## config.mk

```make
export PLATFORM = sky130hd
export DESIGN_NAME = pie_ctrl
export DESIGN_NICKNAME = d
export VERILOG_FILES = /design/src/common/pie_pkg.sv /design/src/logic/pie_ctrl.sv
export VERILOG_INCLUDE_DIRS = /design/src /design/src/common
export SDC_FILE = /design/constraint.sdc
export NUM_CORES = 1
export LEC_CHECK = 0
export ABC_AREA = 1
export BUFFER_PORTS_ARGS = -buffer_cell sky130_fd_sc_hd__buf_2
export CAP_MARGIN = 20
export CORE_UTILIZATION = 23
export DETAILED_ROUTE_END_ITERATION = 8
export PLACE_DENSITY = 0.53
export SLEW_MARGIN = 30
export SYNTH_ARGS = -nofsm -noshare
export SYNTH_HDL_FRONTEND = slang
export SYNTH_SLANG_ARGS = --single-unit
```

## constraint.sdc

```tcl
create_clock -name CLK_I -period 3.7 [get_ports CLK_I]
set_input_delay 0 -clock CLK_I [delete_from_list [all_inputs] [get_ports CLK_I]]
set_output_delay 0 -clock CLK_I [all_outputs]
set_load 0.02 [all_outputs]
```

## src/common/pie_params.svh

```systemverilog
`ifndef PIE_PARAMS_SVH
`define PIE_PARAMS_SVH

// Byte offsets on the register bus.
`define PIE_OFS_EN_ONE 6'h00
`define PIE_OFS_EN_TWO 6'h04
`define PIE_OFS_EN_THREE 6'h08
`define PIE_OFS_REQ_ONE 6'h0c
`define PIE_OFS_REQ_TWO 6'h10
`define PIE_OFS_REQ_THREE 6'h14
`define PIE_OFS_CORE 6'h18

// Register indices (byte offset divided by four).
`define PIE_IDX_EN_ONE 3'h0
`define PIE_IDX_EN_TWO 3'h1
`define PIE_IDX_EN_THREE 3'h2
`define PIE_IDX_REQ_ONE 3'h3
`define PIE_IDX_REQ_TWO 3'h4
`define PIE_IDX_REQ_THREE 3'h5
`define PIE_IDX_CORE 3'h6
`define PIE_IDX_NONE 3'h7

// Implemented bits of each bank.
`define PIE_IMPL_ONE 8'hff
`define PIE_IMPL_TWO_LARGE 8'hf9
`define PIE_IMPL_TWO_SMALL 8'hb9
`define PIE_IMPL_THREE 8'h3a
`define PIE_C2_BIT 6

// Core interrupt control fields.
`define PIE_GLOBAL_EN_BIT 7
`define PIE_MASTER_EN_BIT 6
`define PIE_CORE_MASK 8'hc0

// Reset values.
`define PIE_RST_BYTE 8'h00
`define PIE_RST_WORD 32'h0000_0000

`endif

```

## src/common/pie_pkg.sv

```systemverilog
package pie_pkg;

    typedef enum logic [1:0] {
        PIE_IDLE = 2'b00,
        PIE_ACK = 2'b01
    } pie_state_t;

    typedef logic [7:0] pie_byte_t;

endpackage

```

## src/logic/pie_ctrl.sv

```systemverilog
// The Avalon-MM register port and the register offsets were decided locally.
`timescale 1ns/10ps
`default_nettype none
`include "pie_params.svh"

module pie_ctrl #(
    parameter bit LARGE_PKG = 1'b1
) (
    input wire logic CLK_I,
    input wire logic RST_I,
    input wire logic [5:0] AVS_ADDRESS_I,
    input wire logic AVS_READ_I,
    input wire logic AVS_WRITE_I,
    input wire logic [31:0] AVS_WRITEDATA_I,
    input wire logic [3:0] AVS_BYTEENABLE_I,
    input wire pie_pkg::pie_byte_t EVT_ONE_I,
    input wire pie_pkg::pie_byte_t EVT_TWO_I,
    input wire pie_pkg::pie_byte_t EVT_THREE_I,
    output logic [31:0] AVS_READDATA_O,
    output logic AVS_WAITREQUEST_O,
    output logic PERIPH_IRQ_O,
    output logic IRQ_O
);
    import pie_pkg::*;

    // Bank two keeps the comparator two enable only on the larger variant.
    localparam pie_byte_t TWO_IMPL = LARGE_PKG ? `PIE_IMPL_TWO_LARGE : `PIE_IMPL_TWO_SMALL;

    pie_state_t state_q;
    pie_state_t state_d;
    logic [7:0] en_q [0:2];
    logic [7:0] flag_q [0:2];
    logic [7:0] evt [0:2];
    logic [2:0] pend;
    logic [7:0] core_q;
    logic [2:0] idx;
    logic wr_commit;
    logic [31:0] rdata_d;
    logic periph_d;
    logic irq_d;

    function automatic logic [2:0] reg_sel(input logic [5:0] addr);
        logic [2:0] sel;
        sel = `PIE_IDX_NONE;
        if (addr[1:0] == 2'h0 && addr[5] == 1'b0 && addr[4:2] != `PIE_IDX_NONE) begin
            sel = addr[4:2];
        end
        return sel;
    endfunction

    function automatic logic [7:0] impl_mask(input logic [1:0] bank);
        logic [7:0] m;
        m = `PIE_RST_BYTE;
        case (bank)
            2'h0: begin
                m = `PIE_IMPL_ONE;
            end
            2'h1: begin
                m = LARGE_PKG ? `PIE_IMPL_TWO_LARGE : `PIE_IMPL_TWO_SMALL;
            end
            2'h2: begin
                m = `PIE_IMPL_THREE;
            end
            default: begin
                m = `PIE_RST_BYTE;
            end
        endcase
        return m;
    endfunction

    assign idx = reg_sel(AVS_ADDRESS_I);
    assign evt[0] = EVT_ONE_I;
    assign evt[1] = EVT_TWO_I;
    assign evt[2] = EVT_THREE_I;

    // A write lands only at the edge where the master sees waitrequest low.
    assign wr_commit = (state_q == PIE_ACK) && AVS_WRITE_I && AVS_BYTEENABLE_I[0];

    always_comb begin
        state_d = state_q;
        case (state_q)
            PIE_IDLE: begin
                if (AVS_READ_I || AVS_WRITE_I) begin
                    state_d = PIE_ACK;
                end
            end
            PIE_ACK: begin
                state_d = PIE_IDLE;
            end
            default: begin
                state_d = PIE_IDLE;
            end
        endcase
    end

    always_ff @(posedge CLK_I or posedge RST_I) begin
        if (RST_I) begin
            state_q <= PIE_IDLE;
        end else begin
            state_q <= state_d;
        end
    end

    always_ff @(posedge CLK_I or posedge RST_I) begin
        if (RST_I) begin
            AVS_WAITREQUEST_O <= 1'b1;
        end else begin
            AVS_WAITREQUEST_O <= !(state_q == PIE_IDLE && (AVS_READ_I || AVS_WRITE_I));
        end
    end

    // Unmapped addresses read as zero, and reserved bits are never stored.
    always_comb begin
        rdata_d = `PIE_RST_WORD;
        case (idx)
            `PIE_IDX_EN_ONE: begin
                rdata_d[7:0] = en_q[0];
            end
            `PIE_IDX_EN_TWO: begin
                rdata_d[7:0] = en_q[1];
            end
            `PIE_IDX_EN_THREE: begin
                rdata_d[7:0] = en_q[2];
            end
            `PIE_IDX_REQ_ONE: begin
                rdata_d[7:0] = flag_q[0];
            end
            `PIE_IDX_REQ_TWO: begin
                rdata_d[7:0] = flag_q[1];
            end
            `PIE_IDX_REQ_THREE: begin
                rdata_d[7:0] = flag_q[2];
            end
            `PIE_IDX_CORE: begin
                rdata_d[7:0] = core_q;
            end
            default: begin
                rdata_d = `PIE_RST_WORD;
            end
        endcase
    end

    always_ff @(posedge CLK_I or posedge RST_I) begin
        if (RST_I) begin
            AVS_READDATA_O <= `PIE_RST_WORD;
        end else if (state_q == PIE_IDLE && AVS_READ_I) begin
            AVS_READDATA_O <= rdata_d;
        end
    end

    genvar g;
    generate
        for (g = 0; g < 3; g++) begin : g_bank
            always_ff @(posedge CLK_I or posedge RST_I) begin
                if (RST_I) begin
                    en_q[g] <= `PIE_RST_BYTE;
                end else if (wr_commit && idx == 3'(`PIE_IDX_EN_ONE + g)) begin
                    en_q[g] <= AVS_WRITEDATA_I[7:0] & impl_mask(2'(g));
                end
            end

            // An event in the same cycle as a write-one clear keeps the flag set.
            always_ff @(posedge CLK_I or posedge RST_I) begin
                if (RST_I) begin
                    flag_q[g] <= `PIE_RST_BYTE;
                end else if (wr_commit && idx == 3'(`PIE_IDX_REQ_ONE + g)) begin
                    flag_q[g] <= (flag_q[g] & ~AVS_WRITEDATA_I[7:0]) | (evt[g] & impl_mask(2'(g)));
                end else begin
                    flag_q[g] <= flag_q[g] | (evt[g] & impl_mask(2'(g)));
                end
            end

            assign pend[g] = |(flag_q[g] & en_q[g]);
        end
    endgenerate

    always_ff @(posedge CLK_I or posedge RST_I) begin
        if (RST_I) begin
            core_q <= `PIE_RST_BYTE;
        end else if (wr_commit && idx == `PIE_IDX_CORE) begin
            core_q <= AVS_WRITEDATA_I[7:0] & `PIE_CORE_MASK;
        end
    end

    // Flags stay sticky, so anything pending while disabled fires on re-enable.
    assign periph_d = core_q[`PIE_MASTER_EN_BIT] && (|pend);
    assign irq_d = core_q[`PIE_GLOBAL_EN_BIT] && periph_d;

    always_ff @(posedge CLK_I or posedge RST_I) begin
        if (RST_I) begin
            PERIPH_IRQ_O <= 1'b0;
            IRQ_O <= 1'b0;
        end else begin
            PERIPH_IRQ_O <= periph_d;
            IRQ_O <= irq_d;
        end
    end
endmodule

`default_nettype wire

```

==> summary.txt, run 1 <==
Detailed routing
  – Via density per instance: 4.090
  – Drc violations: 0
  – Routed len/inst: 11.91 µm
  – DR iter-0 viols: 169
  – Drt first pass iters: 5
  – Post-route ant nets: 0
  – Vias: 2,495
  – Final wirelength: 7.263 mm

Worst setup path
  – Worst Path Arrival: 1.85 ns
  – Startpoint Class: input port
  – Kind of end point of the critical path: flop
  – Critical Path RT: 3.87 ns
  – CP max FO: 16
  – CP Class: input port to flop

Timing
  – RSZ-0062 raised after global routing: false
  – Final setup vio count: 0
  – Fin crit share: 45.56%
  – Period minus WS final: 1.686 ns
  – Final worst slack: 2.014 ns
  – Final Max Slew Viols: 0
  – Worst slew pin tran: 0.7129 ns
  – Max-slew headroom: 52.48%
  – FMAX: 593.2 MHz
  – Setup Total Neg Slack: 0 ns
  – Clock skew: 0.004937 ns
  – Final Hold Viols: 0
  – Final hold slack: 0.04687 ns

Power and ir drop
  – Cell area power density: 356.5 nW/µm²
  – Total Power: 1.269 mW
  – Lkg Pwr: 1.818 nW
  – Max VDD drop: 0.1906 mV

Synthesis
  – Synth area leader: dfrtp_1
  – Unique masters post-synth: 27
  – Primary FF master, synth: dfrtp_1
  – Syn Area/Cell: 7.747 µm²
  – Flops & latches, synth: 56
  – Async set-or-reset flop fraction in the synthesized netlist: 100.0%
  – Syn Inst Count: 371
  – Share of the synthesized area in the top cell type: 47.89%
  – Post-synth EDFFs: 0
  – Synth Warn #: 0
  – Synth top area cells: dfrtp_1 (48%), nand2_1 (17%), o21ai_0 (6.6%)
  – Seq/Total Area, Yosys: 48.80%
  – Leading cell types by count after synthesis: nand2_1 (133), dfrtp_1 (55), inv_1 (46), o21ai_0 (38), nand3_1 (26)
  – Mapped cell area: 2874 µm²
  – Top-count cell post-synth: nand2_1

Clocking
  – Clock latency on the worst-skew pair: 0.29 ns
  – Number of H-tree levels: 2
  – Post CTS Setup Buffer Count: 0
  – Clock tree root driver cell: clkbuf_16
  – Clock buffer count from CTS: 5
  – Cts hold-fix bufs: 21
  – Clock Path Buffers: 2
  – Clock-pin slew on the worst setup and hold paths: 0.06 ns
  – PostCTS Resize Cnt: 0
  – TritonCTS clock tree: done
  – Sink Count: 56

Global routing
  – Largest net degree at the start of global routing: 57
  – Vias in the first global route: 2,488
  – First-pass GRT wire length: 12.18 mm
  – GR Overflow Total: 0
  – GRT Util Overall: 12.16%
  – Antenna violations before repair: 0

Die
  – Row count: 40
  – Die Footprint: 12,950 µm²
  – Core ar.: 12,110 µm²
  – Starting Density: 23.73%
  – IO Count: 105
  – Die Y: 113.8 µm
  – Die X: 113.8 µm

Placement
  – Gp weighted congestion: 0.8679
  – I/O Buffers: 47
  – Detail Placement HPWL: 5.133 mm
  – Number of placed cells counting well taps: 581
  – Pre-CTS WS: 1.712 ns

Run status
  – Status: completed

Final layout
  – Filler cell count in the final layout: 1,331
  – Non-filler cells, final: 610
  – # nets final: 511
  – P&R area growth vs syn: 23.90%
  – Ant diodes: 0
  – Fraction of layout cells with a size suffix above 1: 15.38%

Hold path
  – Hold/Removal Path Class: input port to flop

Run
  – Max Cap Viol: 0
## final timing paths
kind | start | slack, ns | cells past startpoint | to
worst min register to register | AVS_READDATA_O[3] | 0.48 | 2 | AVS_READDATA_O[3]
worst min-delay path | AVS_WRITEDATA_I[1] | 0.05 | 3 | en_q[17]
max in group asynchronous | RST_I | 2.77 | 4 | en_q[17]
worst max-delay path | AVS_ADDRESS_I[4] | 2.01 | 7 | flag_q[21]
worst max register to register | state_q[0] | 2.14 | 5 | flag_q[21]
min in group asynchronous | RST_I | 0.46 | 4 | flag_q[16]
## cells in the final DEF (no fill, tap or decap), types with 2 or more instances in the layout
cell           count
nor2_1            15
clkbuf_16          5
dlygate4sd3_1     21
dfrtp_1           55
o21a_1             6
conb_1            24
nor2_2             4
nand4_1            2
nand2_1          133
o21bai_1           2
nor2_4             2
clkbuf_1           2
nand3_4            2
o21ai_0           38
nor3_1             2
buf_2             47
inv_1             45
inv_2              2
nand3_1           26
## layout make-up
| cell class | instances | area, µm² | share of cell area (%) |
|---|---|---|---|
| clock buffers | 8 | 146.4 | 4.111 |
| inverters | 47 | 176.4 | 4.954 |
| multi-input cells | 262 | 1172 | 32.92 |
| flip-flops and latches | 56 | 1403 | 39.39 |
| well taps | 168 | 210.2 | 5.903 |
| repair buffers | 69 | 452.9 | 12.72 |
## through the flow
| step | cell area, µm² | utilization (%) |
|---|---|---|
| 2_1_floorplan | 2960 | - |
| 3_3_place_gp | 3204 | 26.46 |
| 3_5_place_dp | 3204 | 26.46 |
| 4_1_cts | 3561 | 29.40 |
| 5_1_grt | 3561 | 29.40 |
| 6_report | 3561 | 29.40 |
## critical path, cell delays in order
cell     delay [ns]
buf_2          0.21
inv_2          0.30
nand3_1        0.15
nor2_2         0.42
nand2_1        0.40
o21ai_0        0.29
nand2_1        0.07
## routing by layer
metal  global-route usage [%]  share of wire [%]  vias up
met2                    19.84                 45       91
met1                    16.45                 48     1153
li1                         -                  -     1245
met3                    2.497                6.3        6
met5                        0                  0        -
met4                    3.203                1.1        0
## registers in the layout, summed over array words and instances (netlist names)
register,count
IRQ_O,1
AVS_READDATA_O,8
en_q,18
state_q,1
core_q,2
flag_q,24
PERIPH_IRQ_O,1
AVS_WAITREQUEST_O,1
## cell families after synthesis
group	share of synthesized area, %
AOI/OAI and AO/OA	8.881
buffers and inverters	13.41
other	0.1305
DFF	48.80
and+or+nand+nor	28.78
## report_power, final
| group | total, mW | switching, mW | internal, mW |
|---|---|---|---|
| Sequential | 0.640 | 0.0108 | 0.629 |
| Combinational | 0.158 | 0.103 | 0.0548 |
| Clock | 0.471 | 0.201 | 0.271 |
| Total | 1.27 | 0.315 | 0.955 |
Power figures use the tool's default switching activity.
==> run 2, diff against run 1 <==
--- a/config.mk
+++ b/config.mk
@@ -11,7 +11,7 @@
 export CAP_MARGIN = 20
 export CORE_UTILIZATION = 23
 export DETAILED_ROUTE_END_ITERATION = 8
-export PLACE_DENSITY = 0.53
+export PLACE_DENSITY = 0.55
 export SLEW_MARGIN = 30
 export SYNTH_ARGS = -nofsm -noshare
 export SYNTH_HDL_FRONTEND = slang
==> constraint.sdc (replaced) <==
create_clock -name CLK_I -period 1.35 [get_ports CLK_I]
set_input_delay 0 -clock CLK_I [delete_from_list [all_inputs] [get_ports CLK_I]]
set_output_delay 0 -clock CLK_I [all_outputs]
set_load 0.02 [all_outputs]
==> summary.txt, run 2 (synthesis results as in run 1) <==
Run status
  – Status: completed

Final layout
  – Post-route design area: 3740 µm² (+5.0%)
  – # nets final: 532 (+4.1%)
  – Commonest non-fill, non-tap cell in the layout: nand2_1
  – Non-filler cells, final: 631 (+3.4%)
  – Top flop regs: flag_q x24, en_q x18, AVS_READDATA_O x8
  – P&R area growth vs syn: 30.13%
  – Filler cell count in the final layout: 1,329 (-0.15%)
  – Ant diodes: 0 (unchanged)
  – Biggest register: flag_q
  – Max reg flops: 24 (unchanged)
  – Most frequent cells in the layout: nand2_1 (133), dfrtp_1 (55), buf_2 (47)
  – Fraction of layout cells with a size suffix above 1: 19.44% (+4.1 points)

Placement
  – Number of placed cells counting well taps: 601 (+3.4%)
  – Gp weighted congestion: 0.8767 (+1.0%)
  – I/O Buffers: 47 (unchanged)
  – Detail Placement HPWL: 5.668 mm (+10%)
  – Pre-CTS WS: 0.03512 ns (-1.676 ns)
  – Placed cell area: 3371 µm² (+5.2%)

Clocking
  – Clock tree root driver cell: clkbuf_16
  – Clock latency on the worst-skew pair: 0.29 ns (about the same)
  – Clock Path Buffers: 2 (unchanged)
  – Post CTS Setup Buffer Count: 0 (unchanged)
  – Sink Count: 56 (unchanged)
  – TritonCTS clock tree: done
  – Clock buffer count from CTS: 5 (unchanged)
  – Clock-pin slew on the worst setup and hold paths: 0.07 ns (about the same)
  – Number of H-tree levels: 2 (unchanged)

Timing
  – Worst slew pin tran: 0.5338 ns (-0.1791 ns)
  – FMAX: 764.2 MHz
  – Final setup vio count: 0 (unchanged)
  – Max-slew headroom: 64.34% (+12 points)
  – Setup Total Neg Slack: 0 ns (unchanged)
  – Clock skew: 0.004334 ns (-0.0006033 ns)
  – Period minus WS final: 1.308 ns
  – RSZ-0062 raised after global routing: false
  – Final Hold Viols: 0 (unchanged)
  – Final worst slack: 0.04152 ns (-1.973 ns)
  – Fin crit share: 96.92%
  – Final Max Slew Viols: 0 (unchanged)

Die
  – Die Y: 113.8 µm (unchanged)
  – IO Count: 105 (unchanged)
  – Row count: 40 (unchanged)
  – Core ar.: 12,110 µm² (unchanged)
  – Die Footprint: 12,950 µm² (unchanged)
  – Starting Density: 23.73% (unchanged)
  – Die X: 113.8 µm (unchanged)

Hold path
  – Hold/Removal Path Class: input port to flop
  – WHS Endpoint: en_q[17]
  – WHS Path Cells: 3 (unchanged)
  – Worst hold start: AVS_WRITEDATA_I[1]

Detailed routing
  – Final wirelength: 7.650 mm (+5.3%)
  – Drc violations: 0 (unchanged)
  – DR iter-0 viols: 150 (-11%)
  – Post-route ant nets: 0 (unchanged)
  – Drt first pass iters: 4 (-1)
  – Vias: 2,564 (+2.8%)
  – Via density per instance: 4.063 (-0.65%)
  – Routed len/inst: 12.12 µm (+1.8%)

Worst setup path
  – RR Endpoint: AVS_WAITREQUEST_O
  – CP max FO: 2 (-14)
  – Setup slack, reg-to-reg: 0.04 ns (-2.10 ns)
  – Startpoint Class: flop
  – Worst Path Arrival: 1.53 ns (-0.32 ns)
  – Critical Path RT: 1.57 ns (-2.30 ns)
  – Kind of end point of the critical path: flop
  – CP Class: flop to flop
  – Worst r2r src: state_q[0]
  – Reg2reg path depth: 4 (-1)

Power and ir drop
  – Cell area power density: 947.6 nW/µm² (+170%)
  – Lkg Pwr: 1.918 nW (+5.5%)
  – Max VDD drop: 0.5703 mV (+200%)
  – Total Power: 3.544 mW (+180%)

Global routing
  – Vias in the first global route: 2,497 (+0.36%)
  – Antenna violations before repair: 0 (unchanged)
  – GRT Util Overall: 12.79% (+0.63 points)
  – GR Overflow Total: 0 (unchanged)
  – First-pass GRT wire length: 12.62 mm (+3.6%)
  – Largest net degree at the start of global routing: 22 (-61%)

Run
  – Max Cap Viol: 0 (unchanged)
## run 2: final cells by class
class / instances / area [µm²] / area share (%)
flip-flops and latches: 56 / 1403 / 37.50
multi-input cells: 262 / 1175 / 31.42
repair buffers: 90 / 625.6 / 16.73
well taps: 168 / 210.2 / 5.621
inverters: 47 / 180.2 / 4.818
clock buffers: 8 / 146.4 / 3.914
## run 2: what timing repair did
item	in CTS	in global routing
cloned	0	0
gates resized for setup	1	5
hold endpoints to repair	36	0
hold buffers	22	0
endpoints found under the setup margin	1	27
## run 2: worst max-delay path by stage
stage                    start                end  slack, ns  cells past startpoint
global placement    flag_q[12]              IRQ_O       0.07                      5
detailed placement  state_q[0]          flag_q[4]       0.04                      6
finish              state_q[0]  AVS_WAITREQUEST_O       0.04                      4
global route        state_q[0]  AVS_WAITREQUEST_O      0.002                      4
floorplan           state_q[0]  AVS_READDATA_O[0]       0.22                      4
CTS                 state_q[0]          flag_q[4]       0.02                      6
## run 2: per-layer routing
layer | track usage [%] | routed length, µm | up-vias
li1 | - | - | 1288
met3 | 2.232 | 436 | 7
met4 | 3.636 | 90 | 0
met2 | 20.57 | 3385 | 92
met1 | 17.67 | 3737 | 1177
met5 | 0 | 0 | -
## run 2: metrics by stage
step	hold WS [ns]	util [%]
floorplan	0.08012	-
global placement	0.06298	27.83
detailed placement	0.07083	27.83
CTS	0.03491	30.88
global route	0.04518	30.88
finish	0.03238	30.88
## run 2: worst max-delay path: stages (launching register included)
cell and delay, ns:
dfrtp_1 0.38, buf_4 0.14, inv_1 0.04, o21ai_0 0.10
dlygate4sd3_1 0.58
## run 2: power breakdown
group / internal, mW / switching, mW
Combinational: 0.181 / 0.296
Clock: 0.742 / 0.570
Sequential: 1.72 / 0.0302
